[src/inc/ccrr_regs.svh]
`ifndef CCRR_REGS_SVH
`define CCRR_REGS_SVH

// register byte offsets
`define CCRR_POWER_MGMT_CONTROL_OFF 8'h00
`define CCRR_STATUS_OFF 8'h04
`define CCRR_SPI_OFF 8'h08
`define CCRR_SER_BASE 8'h10

// power-management control fields
`define CCRR_PM_MULT_LSB 0
`define CCRR_PM_MULT_MSB 5
`define CCRR_PM_SWSEL_BIT 8

// status fields
`define CCRR_ST_STRAP_LSB 0
`define CCRR_ST_STRAP_MSB 1
`define CCRR_ST_RATIO_LSB 8
`define CCRR_ST_RATIO_MSB 13
`define CCRR_ST_RUN_BIT 16

// reset values
`define CCRR_POWER_MGMT_CONTROL_RST 6'h00
`define CCRR_SPI_RST 16'h0004
`define CCRR_SER_RST 16'h0001

// strap ratio decode
`define CCRR_RATIO_00 6'h06
`define CCRR_RATIO_01 6'h20
`define CCRR_RATIO_10 6'h10

// timing
`define CCRR_RST_IN_CYCLES 4096
`define CCRR_RST_CORE_EXTRA 2
`define CCRR_TCCLK_MIN_PS 2500
`define CCRR_TCCLK_MAX_PS 10000
`define CCRR_INPUT_CLOCK_PERIOD_PS 60000
`define CCRR_DIV_W 16

// bus responses
`define CCRR_RESP_OKAY 2'h0
`define CCRR_RESP_SLVERR 2'h2

`endif
[src/inc/ccrr_pkg.sv]
`include "ccrr_regs.svh"
package ccrr_pkg;
	// core reset sequencer states
	typedef enum logic [2:0] {
		CCRR_HOLD = 3'h1,
		CCRR_COUNT = 3'h2,
		CCRR_RUN = 3'h4
	} ccrr_rst_st_t;

	// strap code to core-to-input ratio; code 11 falls back to the slowest ratio
	function automatic logic [5:0] ccrr_strap_ratio(input logic [1:0] code);
		case (code)
			2'h1: ccrr_strap_ratio = `CCRR_RATIO_01;
			2'h2: ccrr_strap_ratio = `CCRR_RATIO_10;
			default: ccrr_strap_ratio = `CCRR_RATIO_00;
		endcase
	endfunction
endpackage

[src/inc/ccrr_div_if.sv]
`timescale 1ns/1ps
`include "ccrr_regs.svh"
// ratio and run go to one divider, its clock comes back
interface ccrr_div_if;
	logic [`CCRR_DIV_W-1:0] ratio;
	logic run;
	logic clk_o;
	modport src (output ratio, output run, input clk_o);
	modport div (input ratio, input run, output clk_o);
endinterface

[src/hdl/ccrr_div.sv]
`timescale 1ns/1ps
`include "ccrr_regs.svh"
module ccrr_div (
	input wire logic clk,
	input wire logic rst_b,
	ccrr_div_if.div port
);
	typedef struct packed {
		logic [`CCRR_DIV_W-1:0] cnt;
		logic clk_o;
	} ccrr_div_st_t;

	ccrr_div_st_t s_r;
	ccrr_div_st_t s_nxt;

	// half period is ratio core cycles, so the full period is ratio peripheral cycles
	always_comb begin
		s_nxt = s_r;
		if (!port.run || port.ratio == '0) begin
			s_nxt.cnt = '0;
			s_nxt.clk_o = 1'b0;
		end else if (s_r.cnt >= port.ratio - 16'h1) begin
			s_nxt.cnt = '0;
			s_nxt.clk_o = ~s_r.clk_o;
		end else begin
			s_nxt.cnt = s_r.cnt + 16'h1;
		end
	end

	always_ff @(posedge clk or negedge rst_b) begin
		if (!rst_b) begin
			s_r <= '0;
		end else begin
			s_r <= s_nxt;
		end
	end

	assign port.clk_o = s_r.clk_o;
endmodule

[src/hdl/ccrr_top.sv]
`timescale 1ns/1ps
`include "ccrr_regs.svh"
module ccrr_top #(
	parameter int NSER = 2,
	parameter int AW = 8,
	parameter int RESET_IN_CYCLES = `CCRR_RST_IN_CYCLES,
	parameter int INPUT_CLOCK_PERIOD_PS = `CCRR_INPUT_CLOCK_PERIOD_PS
) (
	input wire logic CLK,
	input wire logic RST_B,
	input wire logic [1:0] RATIO_STRAP_PINS,
	input wire logic [AW-1:0] AWADDR,
	input wire logic AWVALID,
	output logic AWREADY,
	input wire logic [31:0] WDATA,
	input wire logic [3:0] WSTRB,
	input wire logic WVALID,
	output logic WREADY,
	output logic [1:0] BRESP,
	output logic BVALID,
	input wire logic BREADY,
	input wire logic [AW-1:0] ARADDR,
	input wire logic ARVALID,
	output logic ARREADY,
	output logic [31:0] RDATA,
	output logic [1:0] RRESP,
	output logic RVALID,
	input wire logic RREADY,
	output logic [5:0] PLL_MULT,
	output logic CORE_RST_B,
	output logic PCLK,
	output logic [NSER-1:0] SCLK,
	output logic SPICLK
);
	typedef struct packed {
		logic [1:0] sync;
		ccrr_pkg::ccrr_rst_st_t st;
		logic [23:0] cnt;
		logic [1:0] strap;
		logic [5:0] pm_mult;
		logic pm_sw;
		logic [15:0] spi_rate;
		logic [NSER-1:0][15:0] ser_div;
		logic [5:0] ratio;
		logic core_rst_b;
		logic pclk;
		logic aw_got;
		logic w_got;
		logic [AW-1:0] awaddr;
		logic [31:0] wdata;
		logic [3:0] wstrb;
		logic awready;
		logic wready;
		logic bvalid;
		logic [1:0] bresp;
		logic arready;
		logic rvalid;
		logic [31:0] rdata;
		logic [1:0] rresp;
	} ccrr_state_t;

	ccrr_state_t s_r;
	ccrr_state_t s_nxt;
	logic [5:0] act_ratio;
	logic [23:0] rst_target;

	// byte-lane merge of a write into an old register value
	function automatic logic [31:0] merge(input logic [31:0] old, input logic [31:0] wd,
		input logic [3:0] strb);
		logic [31:0] m;
		m = old;
		for (int b = 0; b < 4; b++) begin
			if (strb[b]) begin
				m[b*8 +: 8] = wd[b*8 +: 8];
			end
		end
		return m;
	endfunction

	// predicted core period for a multiplier must stay inside the legal window
	function automatic logic mult_ok(input logic [5:0] m);
		int p;
		p = int'(m);
		return (m != 6'h0) && (p * `CCRR_TCCLK_MIN_PS <= INPUT_CLOCK_PERIOD_PS) &&
			(p * `CCRR_TCCLK_MAX_PS >= INPUT_CLOCK_PERIOD_PS);
	endfunction

	// register read mux; unmapped addresses answer with an error
	function automatic logic [33:0] rd_word(input ccrr_state_t s, input logic [AW-1:0] a);
		logic [31:0] d;
		logic [1:0] r;
		d = 32'h0;
		r = `CCRR_RESP_OKAY;
		if (a == AW'(`CCRR_POWER_MGMT_CONTROL_OFF)) begin
			d[`CCRR_PM_MULT_MSB:`CCRR_PM_MULT_LSB] = s.pm_mult;
			d[`CCRR_PM_SWSEL_BIT] = s.pm_sw;
		end else if (a == AW'(`CCRR_STATUS_OFF)) begin
			d[`CCRR_ST_STRAP_MSB:`CCRR_ST_STRAP_LSB] = s.strap;
			d[`CCRR_ST_RATIO_MSB:`CCRR_ST_RATIO_LSB] = s.ratio;
			d[`CCRR_ST_RUN_BIT] = s.core_rst_b;
		end else if (a == AW'(`CCRR_SPI_OFF)) begin
			d[15:0] = s.spi_rate;
		end else begin
			r = `CCRR_RESP_SLVERR;
			for (int i = 0; i < NSER; i++) begin
				if (a == AW'(`CCRR_SER_BASE + 4 * i)) begin
					d[15:0] = s.ser_div[i];
					r = `CCRR_RESP_OKAY;
				end
			end
		end
		return {r, d};
	endfunction

	// software ratio wins over the strap once selected
	assign act_ratio = s_r.pm_sw ? s_r.pm_mult : ccrr_pkg::ccrr_strap_ratio(s_r.strap);
	// release delay counted in core cycles: input periods times ratio, plus two core cycles
	assign rst_target = 24'(RESET_IN_CYCLES * int'(s_r.ratio) + `CCRR_RST_CORE_EXTRA);

	// reset sequencing, clock state and bus slave in one next-state block
	always_comb begin
		logic [31:0] mw;
		logic [33:0] rw;
		mw = 32'h0;
		rw = 34'h0;
		s_nxt = s_r;
		// first stage feeds only the second; the second alone is looked at
		s_nxt.sync = {s_r.sync[0], 1'b1};
		s_nxt.ratio = act_ratio;
		case (s_r.st)
			ccrr_pkg::CCRR_HOLD: begin
				s_nxt.core_rst_b = 1'b0;
				s_nxt.strap = RATIO_STRAP_PINS;
				s_nxt.cnt = 24'h0;
				if (s_r.sync[1]) begin
					s_nxt.st = ccrr_pkg::CCRR_COUNT;
				end
			end
			ccrr_pkg::CCRR_COUNT: begin
				s_nxt.cnt = s_r.cnt + 24'h1;
				if (s_r.cnt == rst_target - 24'h1) begin
					s_nxt.st = ccrr_pkg::CCRR_RUN;
					s_nxt.core_rst_b = 1'b1;
				end
			end
			ccrr_pkg::CCRR_RUN: begin
				s_nxt.core_rst_b = 1'b1;
			end
			default: begin
				s_nxt.st = ccrr_pkg::CCRR_HOLD;
				s_nxt.core_rst_b = 1'b0;
			end
		endcase
		// peripheral clock toggles every core cycle once the core runs
		s_nxt.pclk = s_r.core_rst_b ? ~s_r.pclk : 1'b0;
		// write address and data may arrive in either order
		if (AWVALID && s_r.awready) begin
			s_nxt.aw_got = 1'b1;
			s_nxt.awaddr = AWADDR;
		end
		if (WVALID && s_r.wready) begin
			s_nxt.w_got = 1'b1;
			s_nxt.wdata = WDATA;
			s_nxt.wstrb = WSTRB;
		end
		if (s_r.aw_got && s_r.w_got && !s_r.bvalid) begin
			s_nxt.aw_got = 1'b0;
			s_nxt.w_got = 1'b0;
			s_nxt.bvalid = 1'b1;
			s_nxt.bresp = `CCRR_RESP_OKAY;
			if (s_r.awaddr == AW'(`CCRR_POWER_MGMT_CONTROL_OFF)) begin
				mw = merge({23'h0, s_r.pm_sw, 2'h0, s_r.pm_mult}, s_r.wdata, s_r.wstrb);
				// an illegal multiplier with the select bit set is refused whole, so a software ratio never leaves the range
				if (mw[`CCRR_PM_SWSEL_BIT] && !mult_ok(mw[`CCRR_PM_MULT_MSB:`CCRR_PM_MULT_LSB])) begin
					s_nxt.bresp = `CCRR_RESP_SLVERR;
				end else begin
					s_nxt.pm_mult = mw[`CCRR_PM_MULT_MSB:`CCRR_PM_MULT_LSB];
					s_nxt.pm_sw = mw[`CCRR_PM_SWSEL_BIT];
				end
			end else if (s_r.awaddr == AW'(`CCRR_STATUS_OFF)) begin
				s_nxt.bresp = `CCRR_RESP_OKAY;
			end else if (s_r.awaddr == AW'(`CCRR_SPI_OFF)) begin
				mw = merge({16'h0, s_r.spi_rate}, s_r.wdata, s_r.wstrb);
				s_nxt.spi_rate = mw[15:0];
			end else begin
				s_nxt.bresp = `CCRR_RESP_SLVERR;
				for (int i = 0; i < NSER; i++) begin
					if (s_r.awaddr == AW'(`CCRR_SER_BASE + 4 * i)) begin
						mw = merge({16'h0, s_r.ser_div[i]}, s_r.wdata, s_r.wstrb);
						s_nxt.ser_div[i] = mw[15:0];
						s_nxt.bresp = `CCRR_RESP_OKAY;
					end
				end
			end
		end
		if (s_r.bvalid && BREADY) begin
			s_nxt.bvalid = 1'b0;
		end
		// read answer is registered on the same edge that takes the address
		if (s_r.rvalid && RREADY) begin
			s_nxt.rvalid = 1'b0;
		end
		if (ARVALID && s_r.arready) begin
			rw = rd_word(s_r, ARADDR);
			s_nxt.rvalid = 1'b1;
			s_nxt.rdata = rw[31:0];
			s_nxt.rresp = rw[33:32];
		end
		// ready flags depend on the next state so every output stays a flop
		s_nxt.awready = !s_nxt.aw_got && !s_nxt.bvalid;
		s_nxt.wready = !s_nxt.w_got && !s_nxt.bvalid;
		s_nxt.arready = !s_nxt.rvalid;
	end

	// single state register; async reset loads constants only
	always_ff @(posedge CLK or negedge RST_B) begin
		if (!RST_B) begin
			s_r <= '0;
			s_r.st <= ccrr_pkg::CCRR_HOLD;
			s_r.pm_mult <= `CCRR_POWER_MGMT_CONTROL_RST;
			s_r.spi_rate <= `CCRR_SPI_RST;
			s_r.ser_div <= {NSER{`CCRR_SER_RST}};
			s_r.ratio <= `CCRR_RATIO_00;
		end else begin
			s_r <= s_nxt;
		end
	end

	// one divider per serial port, all stopped until the core leaves reset
	genvar g;
	generate
		for (g = 0; g < NSER; g++) begin : g_ser
			ccrr_div_if ser_if ();
			assign ser_if.ratio = s_r.ser_div[g];
			assign ser_if.run = s_r.core_rst_b;
			ccrr_div u_div (
				.clk(CLK),
				.rst_b(RST_B),
				.port(ser_if.div)
			);
			assign SCLK[g] = ser_if.clk_o;
		end
	endgenerate

	// spi clock from the same divider shape
	ccrr_div_if spi_if ();
	assign spi_if.ratio = s_r.spi_rate;
	assign spi_if.run = s_r.core_rst_b;
	ccrr_div u_spi_div (
		.clk(CLK),
		.rst_b(RST_B),
		.port(spi_if.div)
	);
	assign SPICLK = spi_if.clk_o;

	// outputs straight from the state register
	assign AWREADY = s_r.awready;
	assign WREADY = s_r.wready;
	assign BVALID = s_r.bvalid;
	assign BRESP = s_r.bresp;
	assign ARREADY = s_r.arready;
	assign RVALID = s_r.rvalid;
	assign RDATA = s_r.rdata;
	assign RRESP = s_r.rresp;
	assign PLL_MULT = s_r.ratio;
	assign CORE_RST_B = s_r.core_rst_b;
	assign PCLK = s_r.pclk;
endmodule

[config.mk]
export PLATFORM = sky130hd
export DESIGN_NAME = ccrr_top
export DESIGN_NICKNAME = d
export VERILOG_FILES = /design/src/inc/ccrr_pkg.sv /design/src/inc/ccrr_div_if.sv /design/src/hdl/ccrr_div.sv /design/src/hdl/ccrr_top.sv
export VERILOG_INCLUDE_DIRS = /design/src /design/src/inc
export SDC_FILE = /design/constraint.sdc
export NUM_CORES = 1
export LEC_CHECK = 0
export ABC_AREA = 1
export BUFFER_PORTS_ARGS = -buffer_cell sky130_fd_sc_hd__buf_4
export CORE_ASPECT_RATIO = 1.5
export CORE_MARGIN = 3
export CORE_UTILIZATION = 30
export CTS_CLUSTER_DIAMETER = 30
export DETAILED_ROUTE_END_ITERATION = 7
export MAX_ROUTING_LAYER = met4
export PLACE_DENSITY = 0.48
export RECOVER_POWER = 25
export SYNTH_ARGS = -nofsm -noshare
export SYNTH_HDL_FRONTEND = slang
export SYNTH_SLANG_ARGS = --single-unit
[constraint.sdc]
create_clock -name CLK -period 4.3 [get_ports CLK]
set_input_delay 0.645 -clock CLK [delete_from_list [all_inputs] [get_ports CLK]]
set_output_delay 0.645 -clock CLK [all_outputs]
set_load 0.01 [all_outputs]
Yosys cells after proc, flatten, opt, wreduce, memory -nomap -nowiden:

Cells that the tools add are included.

* input port bits: 61
* latch bits: 0
* memory bits (writable): 0
* memories: 0
* register bits after elaboration: 199
* memory bits (read-only): 0

* muxes and demuxes: 54
* add/sub/neg operators: 9
* div/mod/pow operators: 0
* multiply operators: 2
* equality and inequality tests: 16
* shift operators: 0
* magnitude comparators: 5
* bitwise logic cells: 9
* reduce and logical (&&, ||, !) cells: 40

Operators by type and width (count)
* 16-bit two-way mux: 6
* 17-bit two-way mux: 3
* 16-bit by 1-bit adder with 16-bit output (second input constant): 3
* 16-bit >= comparator: 3
* 16-bit logical NOT: 3
* 24-bit one-hot mux with 2 select lines: 1
* 16-bit by 1-bit subtractor with 16-bit output (second input constant): 3
* 6-bit two-way mux: 7
* 35-bit two-way mux: 1
* 8-bit by 5-bit == test with 1-bit output (second input constant): 4
* 6-bit by 10-bit multiplier with 16-bit output (second input constant): 2
* 2-bit two-way mux: 15
* 24-bit by 1-bit adder with 24-bit output (second input constant): 1
* 24-bit == test: 1
* 6-bit AND reduction: 4
* 20-bit by 16-bit >= comparator with 1-bit output (second input constant): 1
* 19-bit by 1-bit subtractor with 20-bit output (second input constant): 1
* 18-bit by 2-bit adder with 19-bit output (second input constant): 1
* 18-bit by 16-bit <= comparator with 1-bit output (second input constant): 1
* 8-bit by 3-bit == test with 1-bit output (second input constant): 2
* 8-bit by 4-bit == test with 1-bit output (second input constant): 2
* 8-bit logical NOT: 2
* 1-bit two-way mux: 14
* 1-bit logical AND: 12
* other kinds (18): 42

Depth between registers and ports, before layout:

* depth in word-level cells: 15
* gate-level depth with buffers: 24

Modules after synthesis:

Synthesis repeated with hierarchy kept, for this count alone.

* cells, all modules: 1637
* area total of the unflattened synthesis: 12978.7 um^2

By module, submodules not included
* ccrr_top: area an instance 8008.9 um^2, times used 1, seq. area each 3661.0 um^2, cells each 984
* ccrr_div at u_spi_div: area an instance 1666.6 um^2, times used 1, seq. area each 425.4 um^2, cells each 218
* ccrr_div at g_ser[1].u_div: area an instance 1656.6 um^2, times used 1, seq. area each 425.4 um^2, cells each 219
* ccrr_div at g_ser[0].u_div: area an instance 1646.6 um^2, times used 1, seq. area each 425.4 um^2, cells each 216

Least setup slack after synthesis:

No wires, ideal clock.

* kind: register to register
* from: reg s_r[41] (netlist bit)
* to: reg s_r[147] (netlist bit)
* stages on the path, launching flop included: 22
* setup time: 117 ps
* period minus slack after synthesis: 3636 ps
* required time: 4183 ps
* setup slack: 664 ps
* arrival time: 3519 ps
* path buffers: 1
* cell sequence: dfrtp_1 > buf_2 > o21ai_0 > inv_1 > fa_1 > fa_1 > ha_1 > ha_1 > nand2_1 > nand2_1 > inv_1 > nand2_1 > nand2_1 > nand2_1 > nor2_1 > nand3_1 > nand2_1 > nand3_1 > nand2_2 > nand2_4 > nand2_1 > nand2_1

* longest elaborated chain between the ends: 11

RTL lines
* start: declaration: line ccrr_top.sv:62 `ccrr_state_t s_r;`
* start signal: assignment: line ccrr_top.sv:225 `s_r <= s_nxt;`
* 6-bit two-way mux (*): line ccrr_top.sv:73 `if (strb[b]) begin`
* 6-bit two-way mux (*): line ccrr_top.sv:171 `` if (s_r.awaddr == AW'(`CCRR_POWER_MGMT_CONTROL_OFF)) begin ``
* 6-bit two-way mux (*): line ccrr_top.sv:166 `if (s_r.aw_got && s_r.w_got && !s_r.bvalid) begin`
* 6-bit by 10-bit multiplier with 16-bit output (no line)
* 18-bit by 16-bit <= comparator with 1-bit output: line ccrr_top.sv:84 `` return (m != 6'h0) && (p * `CCRR_TCCLK_MIN_PS <= INPUT_CLOCK_PERIOD_PS) && ``
* 1-bit logical AND (2 in series): line ccrr_top.sv:84
* 1-bit logical NOT: line ccrr_top.sv:174 `` if (mw[`CCRR_PM_SWSEL_BIT] && !mult_ok(mw[`CCRR_PM_MULT_MSB:`CCRR_PM_MULT_LSB])) begin ``
* 1-bit logical AND: line ccrr_top.sv:174
* 1-bit inverter (no line)
* 3-bit AND reduction (no line)

Mark *: on every way between the ends. The rest lies on a longest branch, timed or not. The select of a mux whose other input is x is not followed.
A chain may end at the register's enable or synchronous reset.

Worst setup path in the final report:

* from: reg s_r[41] (netlist bit)
* to: reg s_r[146] (netlist bit)

The elaborated chain is that of the path after synthesis.

==> impl_metrics.prom <==
# TYPE chip_impl_metric gauge
chip_impl_info{name="status",value="finished, violations left"} 1
chip_impl_info{name="violated_checks",value="max-capacitance violations, max-slew violations"} 1
chip_impl_metric{name="netlist-cell-type-count",unit=""} 52
chip_impl_metric{name="fin_crit_sh",unit="%"} 90.9
chip_impl_info{name="cp_endpoint_kind",value="flip-flop"} 1
chip_impl_metric{name="cts.sink_count",unit=""} 197
chip_impl_info{name="cp_dominant_cell_by_count",value="nand2_1"} 1
chip_impl_metric{name="num_vias",unit=""} 10100
chip_impl_metric{name="detailed_place_hpwl",unit="um"} 25800
chip_impl_metric{name="placement.setup.worst_slack",unit="ns"} 0.281
chip_impl_metric{name="synth_enable_flop_cells",unit=""} 0
chip_impl_metric{name="drt_pass1_iterations",unit=""} 5
chip_impl_metric{name="vias_in_the_first_global_route",unit=""} 9907
chip_impl_info{name="synth_flop_cell",value="dfrtp_1"} 1
chip_impl_metric{name="grt_antenna_before_repair",unit=""} 0
chip_impl_metric{name="finish.instance_area",unit="mm^2"} 0.0138
chip_impl_metric{name="drtAntennaViolNets",unit=""} 0
chip_impl_metric{name="wl_per_cell",unit="um"} 15.5
chip_impl_metric{name="place_area",unit="mm^2"} 0.0132
chip_impl_metric{name="leakage_power",unit="nW"} 6.83
chip_impl_info{name="worstPathCellList",value="buf_4, nand2_1, nand2_1, fa_1, inv_1, fa_1, inv_1, ha_1, fa_1, nand2_1, nor2_1, nand2_1, nor2_1, nor2_1, nand2_1, nand3_1, nand2_1, nand3_1, nand2_4, nand2_4, nand2_1, nand2_1"} 1
chip_impl_metric{name="proportion_of_synthesized_flip_flops_having_asynchronous_set_or_reset",unit="%"} 100
chip_impl_metric{name="peakVddDrop",unit="V"} 0.000462
chip_impl_metric{name="synthesized_area_per_cell",unit="um^2"} 7.92
chip_impl_info{name="layout.cells.most_common_list",value="nand2_1, inv_1, dfrtp_1"} 1
chip_impl_metric{name="maximum_clock_rate",unit="MHz"} 256
chip_impl_metric{name="slew_viol_final",unit=""} 100
chip_impl_metric{name="clk_pin_slew_worst_paths",unit="ns"} 0.08
chip_impl_metric{name="fillers",unit=""} 4293
chip_impl_metric{name="fp.dieH",unit="um"} 254
chip_impl_metric{name="final_critical_path_setup_slack",unit="ns"} 0.392
chip_impl_metric{name="synth.yosys.warnings",unit=""} 0
chip_impl_metric{name="worst-endpoint-arrival",unit="ns"} 4.26
chip_impl_info{name="cts_tree",value="done"} 1
chip_impl_metric{name="remaining_drc_errors",unit=""} 0
chip_impl_metric{name="clock_insertion_delay_worst_skew",unit="ns"} 0.45
chip_impl_metric{name="finalWeightedCongestion",unit=""} 0.873
chip_impl_metric{name="numPortBuffers",unit=""} 77
chip_impl_metric{name="global_route.overflow_total",unit=""} 0
chip_impl_metric{name="critical_path_peak_fanout",unit=""} 7
chip_impl_info{name="final_common_cell",value="nand2_1"} 1
chip_impl_metric{name="antenna-diode-count",unit=""} 0
chip_impl_info{name="crit_type",value="reg -> reg"} 1
chip_impl_metric{name="final_core_util",unit="%"} 34.3
chip_impl_metric{name="num_io_pins",unit=""} 113
chip_impl_metric{name="power.density_cell_area",unit="mW/mm^2"} 626
chip_impl_metric{name="share_of_synthesized_cell_area_in_and_or_nand_and_nor_gates",unit="%"} 25.0
chip_impl_info{name="worst_hold_path_type",value="reg -> reg"} 1
chip_impl_metric{name="grt_max_degree",unit=""} 101
chip_impl_metric{name="cts_buffers",unit=""} 17
chip_impl_metric{name="floorplan.initialDensity",unit="%"} 30.5
chip_impl_metric{name="slew_headroom",unit="%"} -81.7
chip_impl_metric{name="number_of_placement_rows",unit=""} 90
chip_impl_info{name="synth_top_family_by_area",value="simple AND/OR/NAND/NOR gates"} 1
chip_impl_metric{name="total_power",unit="W"} 0.00865
chip_impl_metric{name="core_area",unit="mm^2"} 0.0403
chip_impl_metric{name="timing.final.crit_period",unit="ns"} 3.91
chip_impl_metric{name="ys_ff_latch",unit=""} 197
chip_impl_metric{name="hold_buffers",unit=""} 0
chip_impl_metric{name="yosysSeqAreaShare",unit="%"} 40.2
chip_impl_metric{name="drt_first_iter_violations",unit=""} 585
chip_impl_metric{name="cts.path.max_buffers",unit=""} 2
chip_impl_metric{name="setup_tns",unit="ns"} 0
chip_impl_info{name="grt_setup_unrepaired",value="false"} 1
chip_impl_metric{name="htree_levels",unit=""} 4
chip_impl_metric{name="fin_skew",unit="ns"} 0.0119
chip_impl_metric{name="cp.required",unit="ns"} 4.65
chip_impl_metric{name="vias_per_cell",unit=""} 4.76
chip_impl_metric{name="max_cap_viol_count",unit=""} 1
chip_impl_info{name="startpoint_type",value="flip-flop"} 1
chip_impl_metric{name="dieArea",unit="mm^2"} 0.0435
chip_impl_info{name="crit_path_top_delay_cell",value="fa_1"} 1
chip_impl_metric{name="post_cts_resize_count",unit=""} 0
chip_impl_metric{name="grt_first_pass_wirelength",unit="um"} 52900
chip_impl_metric{name="post_synth_fa_ha_maj_area_fraction",unit="%"} 9.70
chip_impl_metric{name="synth_xor_xnor_area_share",unit="%"} 4.49
chip_impl_metric{name="worstMarginPinSlew",unit="ns"} 2.72
chip_impl_metric{name="final-setup-viol-count",unit=""} 0
chip_impl_metric{name="synth-compound-area-share",unit="%"} 10.3
chip_impl_metric{name="num-nets-final",unit=""} 1757
chip_impl_metric{name="syn-cell-area",unit="mm^2"} 0.0123
chip_impl_metric{name="cts.repair_timing.setup_buffer_count",unit=""} 0
chip_impl_metric{name="final_layout_size_suffix_gt1_share",unit="%"} 11.9
chip_impl_metric{name="synthesis.instances",unit=""} 1551
chip_impl_metric{name="area_delta_synth_final",unit="%"} 12.6
chip_impl_metric{name="route.final.wire_length",unit="um"} 32900
chip_impl_metric{name="timing_hold_violations_final",unit=""} 0
chip_impl_metric{name="gr-usage-all-layers",unit="%"} 16.1
chip_impl_metric{name="dieWidth",unit="um"} 171
chip_impl_info{name="cts.root.buffer_cell",value="clkbuf_16"} 1
chip_impl_metric{name="critPathMaxStageDelay",unit="ns"} 0.53
chip_impl_metric{name="synthMuxAreaShare",unit="%"} 0.244
==> power by group <==
part | switching [W] | leakage (nW) | total (W) | internal (W)
Combinational | 0.00276 | 3.89 | 0.00436 | 0.00161
Sequential | 0.000333 | 2.64 | 0.00254 | 0.00220
Clock | 0.000801 | 0.305 | 0.00175 | 0.000952
==> path summary, 6_finish.rpt <==
kind,end,startpoint,slack [ns],depth (start not counted)
worst max-delay path,s_r[146],s_r[41],0.39,22
worst min-delay path,s_r[180],s_nxt[180],0.35,0
worst max register to register,s_r[146],s_r[41],0.39,22
worst min register to register,s_r[180],s_nxt[180],0.35,0
max in group asynchronous,s_r[41],RST_B,1.45,1
min in group asynchronous,RDATA[15],RST_B,1.01,1
==> final cells by class <==
type                            instances  area [um^2]  share of cell area (%)
Timing Repair Buffer                   91          693                    5.01
Clock inverter                         14          190                    1.38
Multi-Input combinational cell       1100         6190                    44.8
Sequential cell                       197         4940                    35.7
Inverter                              198          743                    5.37
Clock buffer                           18          439                    3.18
Tap cell                              506          633                    4.58
==> registers in the layout, summed over array words and instances (netlist names) <==
| register | count |
|---|---|
| s_r | 65 |
| g_ser.ser_if.ratio | 32 |
| g_ser.u_div.s_r | 32 |
| RDATA | 17 |
| spi_if.ratio | 16 |
| u_spi_div.s_r | 16 |
| PLL_MULT | 6 |
| g_ser.u_div.port.clk_o | 2 |
| ARREADY | 1 |
| AWREADY | 1 |
| BRESP | 1 |
| BVALID | 1 |
| CORE_RST_B | 1 |
| PCLK | 1 |
| RRESP | 1 |
| RVALID | 1 |
| WREADY | 1 |
| s_nxt | 1 |
| u_spi_div.port.clk_o | 1 |
==> logic make-up after synthesis <==
kind of cell,Yosys count
AOI/OAI and AO/OA,232
xor gates and xnor gates,63
adders and majority gates,91
buffers and inverters,270
DFF,197
muxes,3
other,2
and+or+nand+nor,693
==> through the flow <==
stage / hold WS, ns / instances
floorplan: 0.331 / 1567
global placement: 0.334 / 2092
detailed placement: 0.339 / 2092
CTS: 0.326 / 2124
global route: 0.363 / 2124
finish: 0.354 / 2124
==> synthesized netlist by cell type (5+ instances only) <==
cell        n  share of area (%)
fa_1        7                1.1
nor3_2      8               0.65
or2_2       6               0.31
nand3_1    83                3.4
nand2_2    13               0.66
inv_1     192                5.9
a31oi_1     5               0.25
nor2_1    133                4.1
dfstp_2     6                1.3
nor3b_1     6               0.37
o221ai_1    7               0.50
a21oi_1    77                3.1
o21ai_0    85                3.5
buf_4      46                2.8
o21ai_1    33                1.3
nor4_1      7               0.36
nor2_2     20                1.0
xnor2_1    17                1.2
xor2_1     46                3.3
nand4_1    21                1.1
o22ai_1     6               0.31
nand2_1   355                 11
o211ai_1    5               0.31
ha_1       84                8.6
dfrtp_1   191                 39
clkbuf_1   14               0.43
nor3_1     26                1.1
buf_2       7               0.29
==> critical path: cells and delay by family (launching register included) <==
kind,cells,cell delay [ns]
and+or+nand+nor,15,1.29
buffers and inverters,3,0.26
adders and majority gates,4,1.78
DFF,1,0.45
==> routing by layer <==
layer | vias to the layer above | GRT usage, % | wire, um
met5 | - | - | 0
met2 | 165 | 29.4 | 17800
met3 | 27 | 2.54 | 1070
met4 | 0 | 4.00 | 601
li1 | 5087 | - | -
met1 | 4828 | 18.4 | 13400
Note: power is estimated with default switching activity, not from simulation.
